`config.mk`:
```
export PLATFORM = sky130hd
export DESIGN_NAME = srap_device_flat
export DESIGN_NICKNAME = d
export VERILOG_FILES = /design/src/srap_pkg.sv /design/src/srap_link_if.sv /design/src/srap_device.sv /design/src/flat_wrapper.sv
export VERILOG_INCLUDE_DIRS = /design/src /design/src/src
export SDC_FILE = /design/constraint.sdc
export NUM_CORES = 1
export LEC_CHECK = 0
export BUFFER_PORTS_ARGS = -buffer_cell sky130_fd_sc_hd__buf_2
export CAP_MARGIN = 20
export CORE_MARGIN = 2
export CORE_UTILIZATION = 25
export CTS_CLUSTER_DIAMETER = 120
export CTS_CLUSTER_SIZE = 8
export DETAILED_ROUTE_END_ITERATION = 8
export PLACE_DENSITY = 0.5
export SETUP_SLACK_MARGIN = 0.3
export SLEW_MARGIN = 20
export SYNTH_ARGS = -nofsm -noshare
export SYNTH_HDL_FRONTEND = slang
export SYNTH_SLANG_ARGS = --single-unit
```
`constraint.sdc`:
```
create_clock -name CLK -period 4 [get_ports CLK]
set_input_delay 0.6 -clock CLK [delete_from_list [all_inputs] [get_ports CLK]]
set_output_delay 0.6 -clock CLK [all_outputs]
set_load 0.01 [all_outputs]
```
`src/srap_defines.svh`:
```
// Purpose: constants shared by both ends of the serial register access port
// Assumes: SPI mode 3 style framing, MSB first
// Notes: register codes, field positions, reset values and timing counts
//
// Summary of operation
// - sample input on rising, drive output falling
// - all words shift most significant bit first
// - chip select high: output released, link ignored
// - three-wire host holds chip select low
// - seven registers of 8, 16, 24 bits
// - idle after reset and each transfer: command next
// - command byte then full-length register access
// - thirty-two ones resynchronise, registers untouched
// - command waits until a zero start bit
// - command read MSB is live ready flag
// - three select bits choose next register
// - direction bit: zero write, one read
// - power-down bit; clock output keeps running
// - channel bits pick channel and coefficient pair
// - command register readable with live ready bit
// - setup register read-write, mode bits reset zero
// - filter settles three periods after restart
// - hold release: valid three periods later
// - word rate equals first notch frequency
// - rate bits move notches, shape unchanged
// - internal oscillator bit picks 1 or 2.4576 MHz
// - select codes map registers as listed
// - hold stops conversion; ready low stays low
`ifndef SRAP_DEFINES_SVH
`define SRAP_DEFINES_SVH

// register select codes
`define SRAP_RS_COMM 3'h0
`define SRAP_RS_SETUP 3'h1
`define SRAP_RS_CLOCK 3'h2
`define SRAP_RS_DATA 3'h3
`define SRAP_RS_TEST 3'h4
`define SRAP_RS_NOP 3'h5
`define SRAP_RS_OFFSET 3'h6
`define SRAP_RS_GAIN 3'h7

// command byte fields
`define SRAP_CMD_START 7
`define SRAP_CMD_RS_HI 6
`define SRAP_CMD_RS_LO 4
`define SRAP_CMD_DIR 3
`define SRAP_CMD_PD 2
`define SRAP_CMD_CH_HI 1
`define SRAP_CMD_CH_LO 0

// setup byte fields
`define SRAP_SET_MD_HI 7
`define SRAP_SET_MD_LO 6
`define SRAP_SET_HOLD 0

// clock byte fields
`define SRAP_CLK_DIS 4
`define SRAP_CLK_HALVE 3
`define SRAP_CLK_FREQ 2
`define SRAP_CLK_FS_HI 1
`define SRAP_CLK_FS_LO 0

// reset values
`define SRAP_RST_COMM 8'h00
`define SRAP_RST_SETUP 8'h01
`define SRAP_RST_CLOCK 8'h85
`define SRAP_RST_OFFSET 24'h1F_4000
`define SRAP_RST_GAIN 24'h57_61AB

// resynchronisation run length
`define SRAP_RESYNC_ONES 6'd32
// filter settling in output periods
`define SRAP_SETTLE_SYNC 3'd3
`define SRAP_SETTLE_STEP 3'd4

// link timing: host holds the serial clock high one CLK cycle longer than this time and low one CLK cycle short of twice it
`define SRAP_SCLK_HALF_NS 160
`define SRAP_CLK_NS 40
`define SRAP_SCLK_HALF_CYC ((`SRAP_SCLK_HALF_NS + `SRAP_CLK_NS - 1) / `SRAP_CLK_NS)

`endif

```
`src/srap_pkg.sv`:
```
// Purpose: types shared by both ends of the serial register access port
// Assumes: constants live in srap_defines.svh
// Notes: one-hot state codes
package srap_pkg;

    typedef enum logic [3:0] {
        SRAP_DEV_CMD = 4'b0001,
        SRAP_DEV_WR = 4'b0010,
        SRAP_DEV_RD = 4'b0100,
        SRAP_DEV_SKIP = 4'b1000
    } srap_dev_state_t;

    typedef enum logic [3:0] {
        SRAP_HST_IDLE = 4'b0001,
        SRAP_HST_LOW = 4'b0010,
        SRAP_HST_HIGH = 4'b0100,
        SRAP_HST_END = 4'b1000
    } srap_hst_state_t;

endpackage : srap_pkg

```
`src/srap_link_if.sv`:
```
// Purpose: four-wire serial link between host and device
// Assumes: output enable is active low
// Notes: the host reads the data-out wire directly; sdo_oe_n only feeds the link checks
`timescale 1ns/100ps
interface srap_link_if;
    logic sclk;
    logic cs_n;
    logic sdi;
    logic sdo;
    logic sdo_oe_n;
    logic result_ready_n;

    modport device (
        input sclk,
        input cs_n,
        input sdi,
        output sdo,
        output sdo_oe_n,
        output result_ready_n
    );

    modport host (
        output sclk,
        output cs_n,
        output sdi,
        input sdo,
        input sdo_oe_n,
        input result_ready_n
    );
endinterface : srap_link_if

```
`src/srap_device.sv`:
```
// Purpose: device end: serial command protocol and register file
// Assumes: serial clock well below CLK/6, sampled by CLK
// Notes: the converter core is replaced by user-side sample inputs
//
// The address-and-strobe port and the address map were chosen for this implementation.
`timescale 1ns/100ps
`include "srap_defines.svh"

module srap_device
    import srap_pkg::*;
#(
    parameter int DATA_W = 16
) (
    // clock and reset
    input wire logic CLK,
    input wire logic RESETN,
    // serial link
    srap_link_if.device LINK,
    // converter side
    input wire logic SAMPLE_STROBE,
    input wire logic [DATA_W-1:0] SAMPLE_DATA,
    // controls shown to the converter core
    output logic [1:0] CHANNEL,
    output logic POWER_DOWN,
    output logic FILTER_HOLD,
    output logic [1:0] CAL_MODE,
    output logic [7:0] CLOCK_CTRL,
    output logic OSC_OUT_EN,
    output logic RESULT_VALID
);

    // ************************************************************
    // pin synchronisers
    // ************************************************************
    logic [2:0] sclk_sync;
    logic [2:0] cs_sync;
    logic [2:0] sdi_sync;
    logic sclk_lvl;
    logic cs_lvl;
    logic sdi_lvl;

    always_ff @(posedge CLK) begin
        if (!RESETN) begin
            sclk_sync <= 3'h7;
            cs_sync <= 3'h7;
            sdi_sync <= 3'h0;
        end else begin
            sclk_sync <= {sclk_sync[1:0], LINK.sclk};
            cs_sync <= {cs_sync[1:0], LINK.cs_n};
            sdi_sync <= {sdi_sync[1:0], LINK.sdi};
        end
    end

    // a level is only taken once the second and third stages agree
    always_ff @(posedge CLK) begin
        if (!RESETN) begin
            sclk_lvl <= 1'b1;
            cs_lvl <= 1'b1;
            sdi_lvl <= 1'b0;
        end else begin
            if (sclk_sync[1] == sclk_sync[2]) sclk_lvl <= sclk_sync[2];
            if (cs_sync[1] == cs_sync[2]) cs_lvl <= cs_sync[2];
            if (sdi_sync[1] == sdi_sync[2]) sdi_lvl <= sdi_sync[2];
        end
    end

    logic sclk_prev;
    logic rise;
    logic fall;
    logic selected;

    always_ff @(posedge CLK) begin
        if (!RESETN) sclk_prev <= 1'b1;
        else sclk_prev <= sclk_lvl;
    end

    // cs_n tied low gives three-wire operation with no extra mode
    assign selected = !cs_lvl;
    assign rise = selected && sclk_lvl && !sclk_prev;
    assign fall = selected && !sclk_lvl && sclk_prev;

    // ************************************************************
    // registers
    // ************************************************************
    srap_dev_state_t state;
    logic [7:0] comm;
    logic [7:0] setup;
    logic [7:0] clock_reg;
    logic [7:0] test_reg;
    logic [DATA_W-1:0] data_reg;
    logic [23:0] offset_reg [3];
    logic [23:0] gain_reg [3];
    logic ready_n;
    logic [23:0] shreg;
    logic [4:0] bitcnt;
    logic [5:0] ones_cnt;
    logic [23:0] rx_word;
    logic [1:0] pair;
    logic [7:0] next_cmd;
    logic data_read;

    // channel code 1-0 is the noise input and uses pair 0
    function automatic logic [1:0] chan_pair(input logic [1:0] ch);
        case (ch)
            2'h1: chan_pair = 2'h1;
            2'h3: chan_pair = 2'h2;
            default: chan_pair = 2'h0;
        endcase
    endfunction : chan_pair

    assign pair = chan_pair(comm[`SRAP_CMD_CH_HI:`SRAP_CMD_CH_LO]);

    // width of the register picked by the command
    function automatic logic [4:0] reg_len(input logic [2:0] rs);
        case (rs)
            `SRAP_RS_DATA: reg_len = 5'(DATA_W);
            `SRAP_RS_OFFSET, `SRAP_RS_GAIN: reg_len = 5'd24;
            default: reg_len = 5'd8;
        endcase
    endfunction : reg_len

    // read image, left aligned so bit 23 goes out first
    // built from the incoming command: comm only takes it at this same edge
    function automatic logic [23:0] rd_image(input logic [7:0] cmd);
        case (cmd[6:4])
            `SRAP_RS_COMM: rd_image = {ready_n, cmd[6:0], 16'h0000};
            `SRAP_RS_SETUP: rd_image = {setup, 16'h0000};
            `SRAP_RS_CLOCK: rd_image = {clock_reg, 16'h0000};
            `SRAP_RS_DATA: rd_image = {data_reg, (24 - DATA_W)'(0)};
            `SRAP_RS_TEST: rd_image = {test_reg, 16'h0000};
            `SRAP_RS_OFFSET: rd_image = offset_reg[chan_pair(cmd[1:0])];
            `SRAP_RS_GAIN: rd_image = gain_reg[chan_pair(cmd[1:0])];
            default: rd_image = 24'h00_0000;
        endcase
    endfunction : rd_image

    assign rx_word = {shreg[22:0], sdi_lvl};
    assign next_cmd = rx_word[7:0];

    // ************************************************************
    // protocol sequencer
    // ************************************************************
    always_ff @(posedge CLK) begin
        if (!RESETN) begin
            state <= SRAP_DEV_CMD;
            bitcnt <= 5'd0;
            shreg <= 24'h00_0000;
            ones_cnt <= 6'd0;
            comm <= `SRAP_RST_COMM;
        end else if (rise) begin
            ones_cnt <= sdi_lvl ? ((ones_cnt == `SRAP_RESYNC_ONES - 6'd1) ? 6'd0
                : ones_cnt + 6'd1) : 6'd0;
            if (sdi_lvl && ones_cnt == `SRAP_RESYNC_ONES - 6'd1) begin
                state <= SRAP_DEV_CMD;
                bitcnt <= 5'd0;
            end else begin
                case (state)
                    SRAP_DEV_CMD: begin
                        // leading ones keep the port waiting
                        if (bitcnt != 5'd0 || !sdi_lvl) begin
                            shreg <= rx_word;
                            bitcnt <= bitcnt + 5'd1;
                        end
                        if (bitcnt == 5'd7) begin
                            bitcnt <= 5'd0;
                            comm <= {1'b0, next_cmd[6:0]};
                            if (next_cmd[`SRAP_CMD_RS_HI:`SRAP_CMD_RS_LO] == `SRAP_RS_NOP)
                                state <= SRAP_DEV_CMD;
                            else if (next_cmd[`SRAP_CMD_DIR]) begin
                                state <= SRAP_DEV_RD;
                                shreg <= rd_image(next_cmd);
                            end else state <= SRAP_DEV_WR;
                        end
                    end
                    SRAP_DEV_WR, SRAP_DEV_RD: begin
                        if (state == SRAP_DEV_WR) shreg <= rx_word;
                        bitcnt <= bitcnt + 5'd1;
                        if (bitcnt == reg_len(comm[6:4]) - 5'd1) begin
                            bitcnt <= 5'd0;
                            state <= SRAP_DEV_CMD;
                        end
                    end
                    default: state <= SRAP_DEV_CMD;
                endcase
            end
        end else if (fall && state == SRAP_DEV_RD && bitcnt != 5'd0) begin
            shreg <= {shreg[22:0], 1'b0};
        end
    end

    logic wr_done;
    assign wr_done = rise && state == SRAP_DEV_WR && bitcnt == reg_len(comm[6:4]) - 5'd1
        && !(sdi_lvl && ones_cnt == `SRAP_RESYNC_ONES - 6'd1);
    assign data_read = rise && state == SRAP_DEV_RD && comm[6:4] == `SRAP_RS_DATA
        && bitcnt == reg_len(`SRAP_RS_DATA) - 5'd1;

    // register writes land only when the last bit is in
    always_ff @(posedge CLK) begin
        if (!RESETN) begin
            setup <= `SRAP_RST_SETUP;
            clock_reg <= `SRAP_RST_CLOCK;
            test_reg <= 8'h00;
            for (int i = 0; i < 3; i++) begin
                offset_reg[i] <= `SRAP_RST_OFFSET;
                gain_reg[i] <= `SRAP_RST_GAIN;
            end
        end else if (wr_done) begin
            case (comm[6:4])
                `SRAP_RS_SETUP: setup <= rx_word[7:0];
                `SRAP_RS_CLOCK: clock_reg <= rx_word[7:0];
                `SRAP_RS_TEST: test_reg <= rx_word[7:0];
                `SRAP_RS_OFFSET: offset_reg[pair] <= rx_word;
                `SRAP_RS_GAIN: gain_reg[pair] <= rx_word;
                default: test_reg <= test_reg;
            endcase
        end
    end

    // ************************************************************
    // result and ready flag
    // ************************************************************
    // a new sample wins over a clearing read in the same cycle
    always_ff @(posedge CLK) begin
        if (!RESETN) begin
            ready_n <= 1'b1;
            data_reg <= '0;
        end else if (SAMPLE_STROBE && !setup[`SRAP_SET_HOLD]) begin
            ready_n <= 1'b0;
            data_reg <= SAMPLE_DATA;
        end else if (data_read) begin
            ready_n <= 1'b1;
        end
    end

    // ************************************************************
    // outputs
    // ************************************************************
    always_ff @(posedge CLK) begin
        if (!RESETN) begin
            LINK.sdo <= 1'b0;
            LINK.sdo_oe_n <= 1'b1;
            LINK.result_ready_n <= 1'b1;
            CHANNEL <= 2'h0;
            POWER_DOWN <= 1'b0;
            FILTER_HOLD <= 1'b1;
            CAL_MODE <= 2'h0;
            CLOCK_CTRL <= `SRAP_RST_CLOCK;
            OSC_OUT_EN <= 1'b1;
            RESULT_VALID <= 1'b0;
        end else begin
            LINK.sdo <= shreg[23];
            LINK.sdo_oe_n <= !(selected && state == SRAP_DEV_RD);
            LINK.result_ready_n <= ready_n;
            CHANNEL <= comm[1:0];
            POWER_DOWN <= comm[`SRAP_CMD_PD];
            FILTER_HOLD <= setup[`SRAP_SET_HOLD];
            CAL_MODE <= setup[`SRAP_SET_MD_HI:`SRAP_SET_MD_LO];
            CLOCK_CTRL <= clock_reg;
            OSC_OUT_EN <= !clock_reg[`SRAP_CLK_DIS];
            RESULT_VALID <= !ready_n;
        end
    end

endmodule : srap_device

```
`src/flat_wrapper.sv`:
```
// flat-port wrapper written by rule: the top's interface ports become plain ports
module srap_device_flat import srap_pkg::*;
#(
    parameter int DATA_W = 16
)
  (CLK, RESETN, SAMPLE_STROBE, SAMPLE_DATA, CHANNEL, POWER_DOWN, FILTER_HOLD, CAL_MODE, CLOCK_CTRL, OSC_OUT_EN, RESULT_VALID, LINK_sclk, LINK_cs_n, LINK_sdi, LINK_sdo, LINK_sdo_oe_n, LINK_result_ready_n);
  srap_link_if LINK_i ();
  input wire logic CLK;
  input wire logic RESETN;
  input wire logic SAMPLE_STROBE;
  input wire logic [DATA_W-1:0] SAMPLE_DATA;
  output logic [1:0] CHANNEL;
  output logic POWER_DOWN;
  output logic FILTER_HOLD;
  output logic [1:0] CAL_MODE;
  output logic [7:0] CLOCK_CTRL;
  output logic OSC_OUT_EN;
  output logic RESULT_VALID;
  input wire logic [$bits(LINK_i.sclk)-1:0] LINK_sclk;
  input wire logic [$bits(LINK_i.cs_n)-1:0] LINK_cs_n;
  input wire logic [$bits(LINK_i.sdi)-1:0] LINK_sdi;
  output wire logic [$bits(LINK_i.sdo)-1:0] LINK_sdo;
  output wire logic [$bits(LINK_i.sdo_oe_n)-1:0] LINK_sdo_oe_n;
  output wire logic [$bits(LINK_i.result_ready_n)-1:0] LINK_result_ready_n;
  assign LINK_i.sclk = LINK_sclk;
  assign LINK_i.cs_n = LINK_cs_n;
  assign LINK_i.sdi = LINK_sdi;
  assign LINK_sdo = LINK_i.sdo;
  assign LINK_sdo_oe_n = LINK_i.sdo_oe_n;
  assign LINK_result_ready_n = LINK_i.result_ready_n;
  srap_device #(.DATA_W(DATA_W)) u_core (.CLK(CLK), .RESETN(RESETN), .LINK(LINK_i), .SAMPLE_STROBE(SAMPLE_STROBE), .SAMPLE_DATA(SAMPLE_DATA), .CHANNEL(CHANNEL), .POWER_DOWN(POWER_DOWN), .FILTER_HOLD(FILTER_HOLD), .CAL_MODE(CAL_MODE), .CLOCK_CTRL(CLOCK_CTRL), .OSC_OUT_EN(OSC_OUT_EN), .RESULT_VALID(RESULT_VALID));
endmodule
```
# Word-level counts from Yosys, hierarchy flattened
# Memory sizes are Yosys's and may differ from the RTL's.
# Cells that the tools add are included.
# word_totals
reg_bits	119
ramBits	144
inputBits	22
n_memories	2
# mem_list
memory	depth	width	read_ports	rd_clocked_by_memory_dff	wr	line	rtl
u_core.gain_reg	3	24	1	0	3	srap_device.sv:92	logic [23:0] gain_reg [3];
u_core.offset_reg	3	24	1	0	3	srap_device.sv:91	logic [23:0] offset_reg [3];
# op_classes
addsub	4
eq_ne	34
muxes	63
bitwise_logic	1
reduce_logical	41
# ops
operator	n
24-bit 2-to-1 mux	10
24-bit case mux with 7 select lines	1
24-bit case mux with 2 select lines	1
24-bit OR reduction	2
5-bit 2-to-1 mux	8
2-bit 2-to-1 mux	18
3-bit equality test (second input constant)	7
5-bit case mux with 2 select lines	2
4-bit 2-to-1 mux	4
1-bit logical AND	15
1-bit 2-to-1 mux	13
3-bit by 2-bit equality test with 1-bit output (second input constant)	4
6-bit 2-to-1 mux	2
5-bit equality test	2
5-bit by 1-bit subtractor with 5-bit output (second input constant)	2
1-bit logical NOT	9
2-bit case mux with 2 select lines	2
4-bit case mux with 2 select lines	1
4-bit AND reduction	2
6-bit by 1-bit adder with 6-bit output (second input constant)	1
3-bit by 1-bit equality test with 1-bit output (second input constant)	2
6-bit by 5-bit equality test with 1-bit output (second input constant)	1
3-bit by 1-bit != test with 1-bit output (second input constant)	2
3-bit != test (second input constant)	2
21 further kinds	30

# Depth between registers and ports, before layout
# Gate-level depths: netlist of the first run.
# An unclocked memory read counts as a cell.
# depth
ltp_word	18
ltp_mapped	9
depth_no_buf	7

# Least setup slack after synthesis of the first run
# OpenSTA, ideal clock, no wires.
# synth_path
path_type	reg-to-reg
startpoint	reg u_core.ones_cnt[0]
endpoint	mem u_core.gain_reg[1][0] (enable)
setup_ps	384
arrival_time_ps	2786
required_time_ps	3616
path_slack_ps	830
path_stages_with_launch	9
n_path_buf	2
synth_period_minus_slack_ps	3170
path_cell_list	dfxtp_1 -> ha_1 -> nand3_1 -> o211ai_1 -> or4_1 -> buf_6 -> nor4b_4 -> buf_6 -> nand2b_1
# synth_lines
item	line	rtl
start, declared	srap_device.sv:96	logic [5:0] ones_cnt;
start signal, assigned	srap_device.sv:151	ones_cnt <= sdi_lvl ? ((ones_cnt == `SRAP_RESYNC_ONES - 6'd1) ? 6'd0
end, declared	srap_device.sv:92	

==> results of run 1 <==
stage by stage:
stage,setup WS (ps),utilization,cell area [um^2]
6_report,735,0.295,14100
5_1_grt,512,0.295,14100
4_1_cts,680,0.295,14100
3_5_place_dp,693,0.272,13000
3_3_place_gp,763,0.272,13000
2_1_floorplan,830,-,12100
layout make-up:
| cell class | count | area (um^2) | share of cell area |
|---|---|---|---|
| inverters | 17 | 63.8 | 0.00453 |
| multi-input cells | 766 | 4960 | 0.352 |
| repair buffers | 76 | 510 | 0.0363 |
| clock buffers | 62 | 1060 | 0.0755 |
| well taps | 615 | 769 | 0.0547 |
| clock inverters | 3 | 33.8 | 0.00240 |
| flip-flops and latches | 261 | 6670 | 0.474 |
how the worst max path moves through the flow:
stage | slack [ps] | cells after the start | to | startpoint
after detailed placement | 690 | 7 | u_core.offset_reg[2][12] | u_core.comm[4]
after global placement | 760 | 7 | u_core.offset_reg[2][8] | u_core.comm[4]
after floorplan | 830 | 8 | u_core.gain_reg[1][0] | u_core.ones_cnt[0]
final | 740 | 7 | u_core.offset_reg[2][9] | u_core.comm[4]
after CTS | 680 | 7 | u_core.offset_reg[2][6] | u_core.comm[4]
after global routing | 510 | 7 | u_core.offset_reg[2][6] | u_core.comm[4]
power by group through the flow:
stage	clock network [W]	registers (W)	logic [W]
after floorplan	0	0.00297	0.0000681
after global placement	0	0.00298	0.000114
after detailed placement	0	0.00298	0.000114
after CTS	0.00307	0.00292	0.000115
after global routing	0.00318	0.00293	0.000125
final	0.00300	0.00292	0.000111
worst reg2reg max path: stages, from the launching register on:
cell	delay [ps]
dfxtp_1	640
nand3b_1	210
o221a_2	350
or4_1	750
nor4b_4	350
buf_4	240
nand2b_1	150
buf_4	260
cells by family (layout without fill, tap and decap cells):
group | after synthesis | after routing | share of synthesized area
and+or+nand+nor | 450 | 450 | 0.205
DFF | 261 | 261 | 0.552
AOI/OAI and AO/OA | 228 | 228 | 0.130
buffers and inverters | 119 | 158 | 0.0396
muxes | 81 | 81 | 0.0673
adders and majority gates | 4 | 4 | 0.00414
xor gates and xnor gates | 3 | 3 | 0.00218
cells in the final DEF, fill, tap and decap left out, drive strengths merged, types with 6 or more instances in the layout:
master | Yosys | layout
a2111oi | 8 | 8
a211o | 7 | 7
a211oi | 49 | 49
a21boi | 20 | 20
a21oi | 14 | 14
a311o | 8 | 8
a31oi | 26 | 26
and2 | 99 | 99
and3 | 11 | 11
buf | 21 | 76
clkbuf | 81 | 62
dfxtp | 117 | 117
edfxtp | 144 | 144
inv | 16 | 18
mux2i | 79 | 79
nand2 | 105 | 105
nand2b | 72 | 72
nand3 | 18 | 18
nand3b | 6 | 6
nor2 | 64 | 64
nor2b | 24 | 24
nor3 | 8 | 8
nor4 | 6 | 6
o21ai | 60 | 60
routing by layer:
layer	share of wire	wire [um]
met1	0.47	16000
met2	0.46	15500
met3	0.046	1550
met4	0.022	746
met5	0	0
==> impl_metrics.ini, run 1 <==
[detailed_routing]
final_antenna_net_count = 0
route.detailed.drc = 0
viasPerCell = 4.79
wl_mm = 33.8
wl_per_cell_um = 18.8
vias = 8618
drt_iter0_drc = 666
first_pass_iters = 6

[hold_path]
hold_class = in2reg
hold_end = u_core.cs_sync[0]
hp-start = LINK_cs_n
hold_path_depth = 2

[sta]
finalHoldViolCount = 0
maxSlewHeadroom = 0.358
finalCritPeriodShare = 0.816
finClkSkew_ps = 16.9
grt_setup_unrepaired = no
period_needed_ps = 3260
holdWs_ps = 261
tightest_slew_ps = 960
finalSetupTns_ps = 0
maxSlewViolCount = 0
fmaxAchievable_ghz = 0.306
setup_viol = 0

[setup_path]
crit_chain = nand3b_1, o221a_2, or4_1, nor4b_4, buf_4, nand2b_1, buf_4
slowest_stage = or4_1
critPathMaxStageDelay_ps = 750
crit_path_frequent_cell = buf_4
cp_top_family = simple AND/OR/NAND/NOR gates
critPathLaunchType = flip-flop
reg2reg_depth = 7
cp_num_buf_inv = 2
critical_path_class = reg2reg
cp_max_fo = 16
regToRegEndpoint = u_core.offset_reg[2][9]
cp.arrival_ps = 3480
rrSetupSlack_ps = 740
end_kind = flip-flop
required_ps = 4210
r2r-start = u_core.comm[4]

[power_and_ir_drop]
leakagePower_nw = 4.59
clock_power_share = 0.497
p_per_area_nw_per_um2 = 429
switchingPower_w = 0.00129
combPwrFrac = 0.018
power.total_w = 0.00604
ir_drop_mv = 0.278
swShare = 0.213
p_int_w = 0.00475
sequentialPowerShare = 0.485

[logic_synthesis]
yosys.cell_count.top_type = edfxtp_1
ys_ff_latch = 261
synth.distinct_cells = 69
mappedNetlistArea_um2 = 12100
yosysTopAreaCell = edfxtp_1
synth_flop_cell = edfxtp_1
synth_edf_count = 144
synth_common_cells = edfxtp_1 (144), dfxtp_1 (117), nand2_1 (105), and2_1 (99)
avgSynthCellArea_um2 = 10.5
syn_nets = 1172
synth_top_cell_area_share = 0.358
seq_area_frac_synth = 0.552
ys_async_sr_fraction = 0
yosysWarnings = 0
synth_area_leaders = edfxtp_1 (36%), dfxtp_1 (19%), mux2i_1 (6.5%), and2_1 (5.1%), nand2b_1 (3.7%)
netlist_instances = 1146

[clock_tree]
cts_buffer_depth = 3
htreeDepth = 2
clk_latency_ps = 530
postCtsSetupBuffers = 0
cts-resized-gates = 0
cts.sinks = 261
cts_root_buffer = clkbuf_16
cts_tree = built
cts_buffers = 38
hold_buffers = 0
path_clk_slew_ps = 50

[grt]
globalRouteMet2Util = 0.219
grt.met1_usage = 0.183
met3_usage = 0.0223
grt_pass1_wl_mm = 51.8
grt_busiest_layer = met2
grt_overflow = 0
grt.total_usage = 0.134
antenna_found_initial = 1
grt_start_max_net_pins = 117
grt_pass1_vias = 8414

[floorplan]
fp-row-count = 80
core_area_um2 = 47700
dieArea_um2 = 50100
die_height_um = 224
num_io_pins = 41
initial_utilization = 0.253
fp.dieW_um = 224

[job]
cap_violations = 0

[final_layout]
fin_cells = 1800
fillers = 4936
nNetsFinal = 1186
area_delta_synth_final_pct = 16.5
drive_gt1_frac = 0.121
diodes = 0

[placed_design]
routabilityCongestion = 0.764
place_hpwl_mm = 21.5
dp_cells = 1735
numPortBuffers = 40

[status]
status = finished clean
Note: power is estimated with default switching activity, not from simulation.
==> run 2, diff against run 1 <==
Settings changed: PLACE_DENSITY 0.5 to 0.51.
Clock period 4 ns to 2.79 ns, I/O delays scaled along.
==> impl_metrics.ini, run 2 (synthesis results as in run 1) <==
[detailed_routing]
viasPerCell = 4.78
vias = 8832
final_antenna_net_count = 0
first_pass_iters = 5
route.detailed.drc = 0
wl_mm = 34.4
wl_per_cell_um = 18.6
drt_iter0_drc = 649

[final_layout]
final_common_cell = edfxtp_1
diodes = 0
area_delta_synth_final_pct = 21.8
fillers = 4860
mostFrequentLayoutCells = edfxtp_1 (144), dfxtp_1 (108), nand2_1 (105), and2_1 (99), mux2i_1 (79)
nNetsFinal = 1234
drive_gt1_frac = 0.172
final_core_util = 0.308

[sta]
fmaxAchievable_ghz = 0.393
finalSetupTns_ps = 0
finalHoldViolCount = 0
holdWs_ps = 83.9
tightest_slew_ps = 752
finClkSkew_ps = 22.2
grt_setup_unrepaired = yes
maxSlewHeadroom = 0.499
period_needed_ps = 2550
setup_slack_ps = 243
finalCritPeriodShare = 0.913
setup_viol = 0
maxSlewViolCount = 0

[floorplan]
fp.dieW_um = 224
num_io_pins = 41
initial_utilization = 0.253
core_area_um2 = 47700
dieArea_um2 = 50100
fp-row-count = 80
die_height_um = 224

[clock_tree]
clk_latency_ps = 530
cts.sinks = 261
htreeDepth = 2
path_clk_slew_ps = 50
cts_buffers = 38
cts_buffer_depth = 3
cts_root_buffer = clkbuf_16
hold_buffers = 0
cts_tree = built

[setup_path]
required_ps = 3070
cp_max_fo = 8
end_kind = flip-flop
critPathLaunchType = flip-flop
cp.arrival_ps = 2830
critical_path_class = reg2reg

[power_and_ir_drop]
ir_drop_mv = 0.345
leakagePower_nw = 4.90
power.total_w = 0.00865
p_per_area_nw_per_um2 = 588

[placed_design]
place_hpwl_mm = 21.4
numPortBuffers = 40
routabilityCongestion = 0.769
place_ws_ps = 164

[grt]
antenna_found_initial = 0
grt_pass1_wl_mm = 51.5
grt_start_max_net_pins = 117
grt_overflow = 0
grt.total_usage = 0.133
grt_pass1_vias = 8411

[job]
cap_violations = 0

[hold_path]
hold_class = in2reg

[status]
status = finished clean
## run 2: cell types whose count changed in the layout (fill, tap and decap cells not counted), sizes merged
cell	before	now
buf	76	117
bufbuf	0	1
nand2b	72	76
inv	18	16
clkbuf	62	63
clkinv	2	4
## run 2: cell type report
cell class | instances | area, um^2 | area share
well taps | 615 | 769 | 0.0523
inverters | 17 | 63.8 | 0.00434
multi-input cells | 770 | 5090 | 0.346
repair buffers | 120 | 1010 | 0.0685
clock buffers | 61 | 1060 | 0.0720
flip-flops and latches | 261 | 6680 | 0.454
clock inverters | 3 | 37.5 | 0.00255
## run 2: repair_timing
item	4_1_cts	5_1_grt
gates cloned	5	3
resized for setup	15	11
setup buffers	6	4
endpoints found under the setup margin	106	142
pin swaps	3	2
## run 2: routing by layer
metal	global-route usage	wire length, um	vias up
li1	-	-	4229
met1	0.179	15500	4314
met2	0.218	16100	239
met3	0.0207	1860	50
met4	0.0428	836	0
met5	0	0	-
## run 2: report_power, final
part / internal, W / switching, W / leakage, nW
Sequential: 0.00416 / 0.0000298 / 2.35
Clock: 0.00258 / 0.00168 / 0.524
Combinational: 0.0000760 / 0.000126 / 2.03
## run 2: path summary, 6_finish.rpt
kind	start	slack (ps)	endpoint	cells past startpoint
setup / recovery	u_core.bitcnt[4]	240	u_core.offset_reg[2][14]	8
hold reg to reg	u_core.sclk_sync[0]	420	u_core.sclk_sync[1]	1
setup reg to reg	u_core.bitcnt[4]	240	u_core.offset_reg[2][14]	8
hold / removal	LINK_cs_n	80	u_core.cs_sync[0]	2
## run 2: critical path, stage by stage (launching register included)
cell     delay (ps)
dfxtp_1         300
or2_0           220
o221a_2         310
or4_4           490
buf_6           160
nor4b_4         320
buf_4           180
buf_8           120
or2b_1          220
## run 2: metrics by stage
| step | instance area [um^2] | instances |
|---|---|---|
| global route | 14700 | 1847 |
| global placement | 13300 | 1765 |
| detailed placement | 13300 | 1765 |
| CTS | 14600 | 1840 |
| floorplan | 12100 | 1146 |
| finish | 14700 | 1847 |
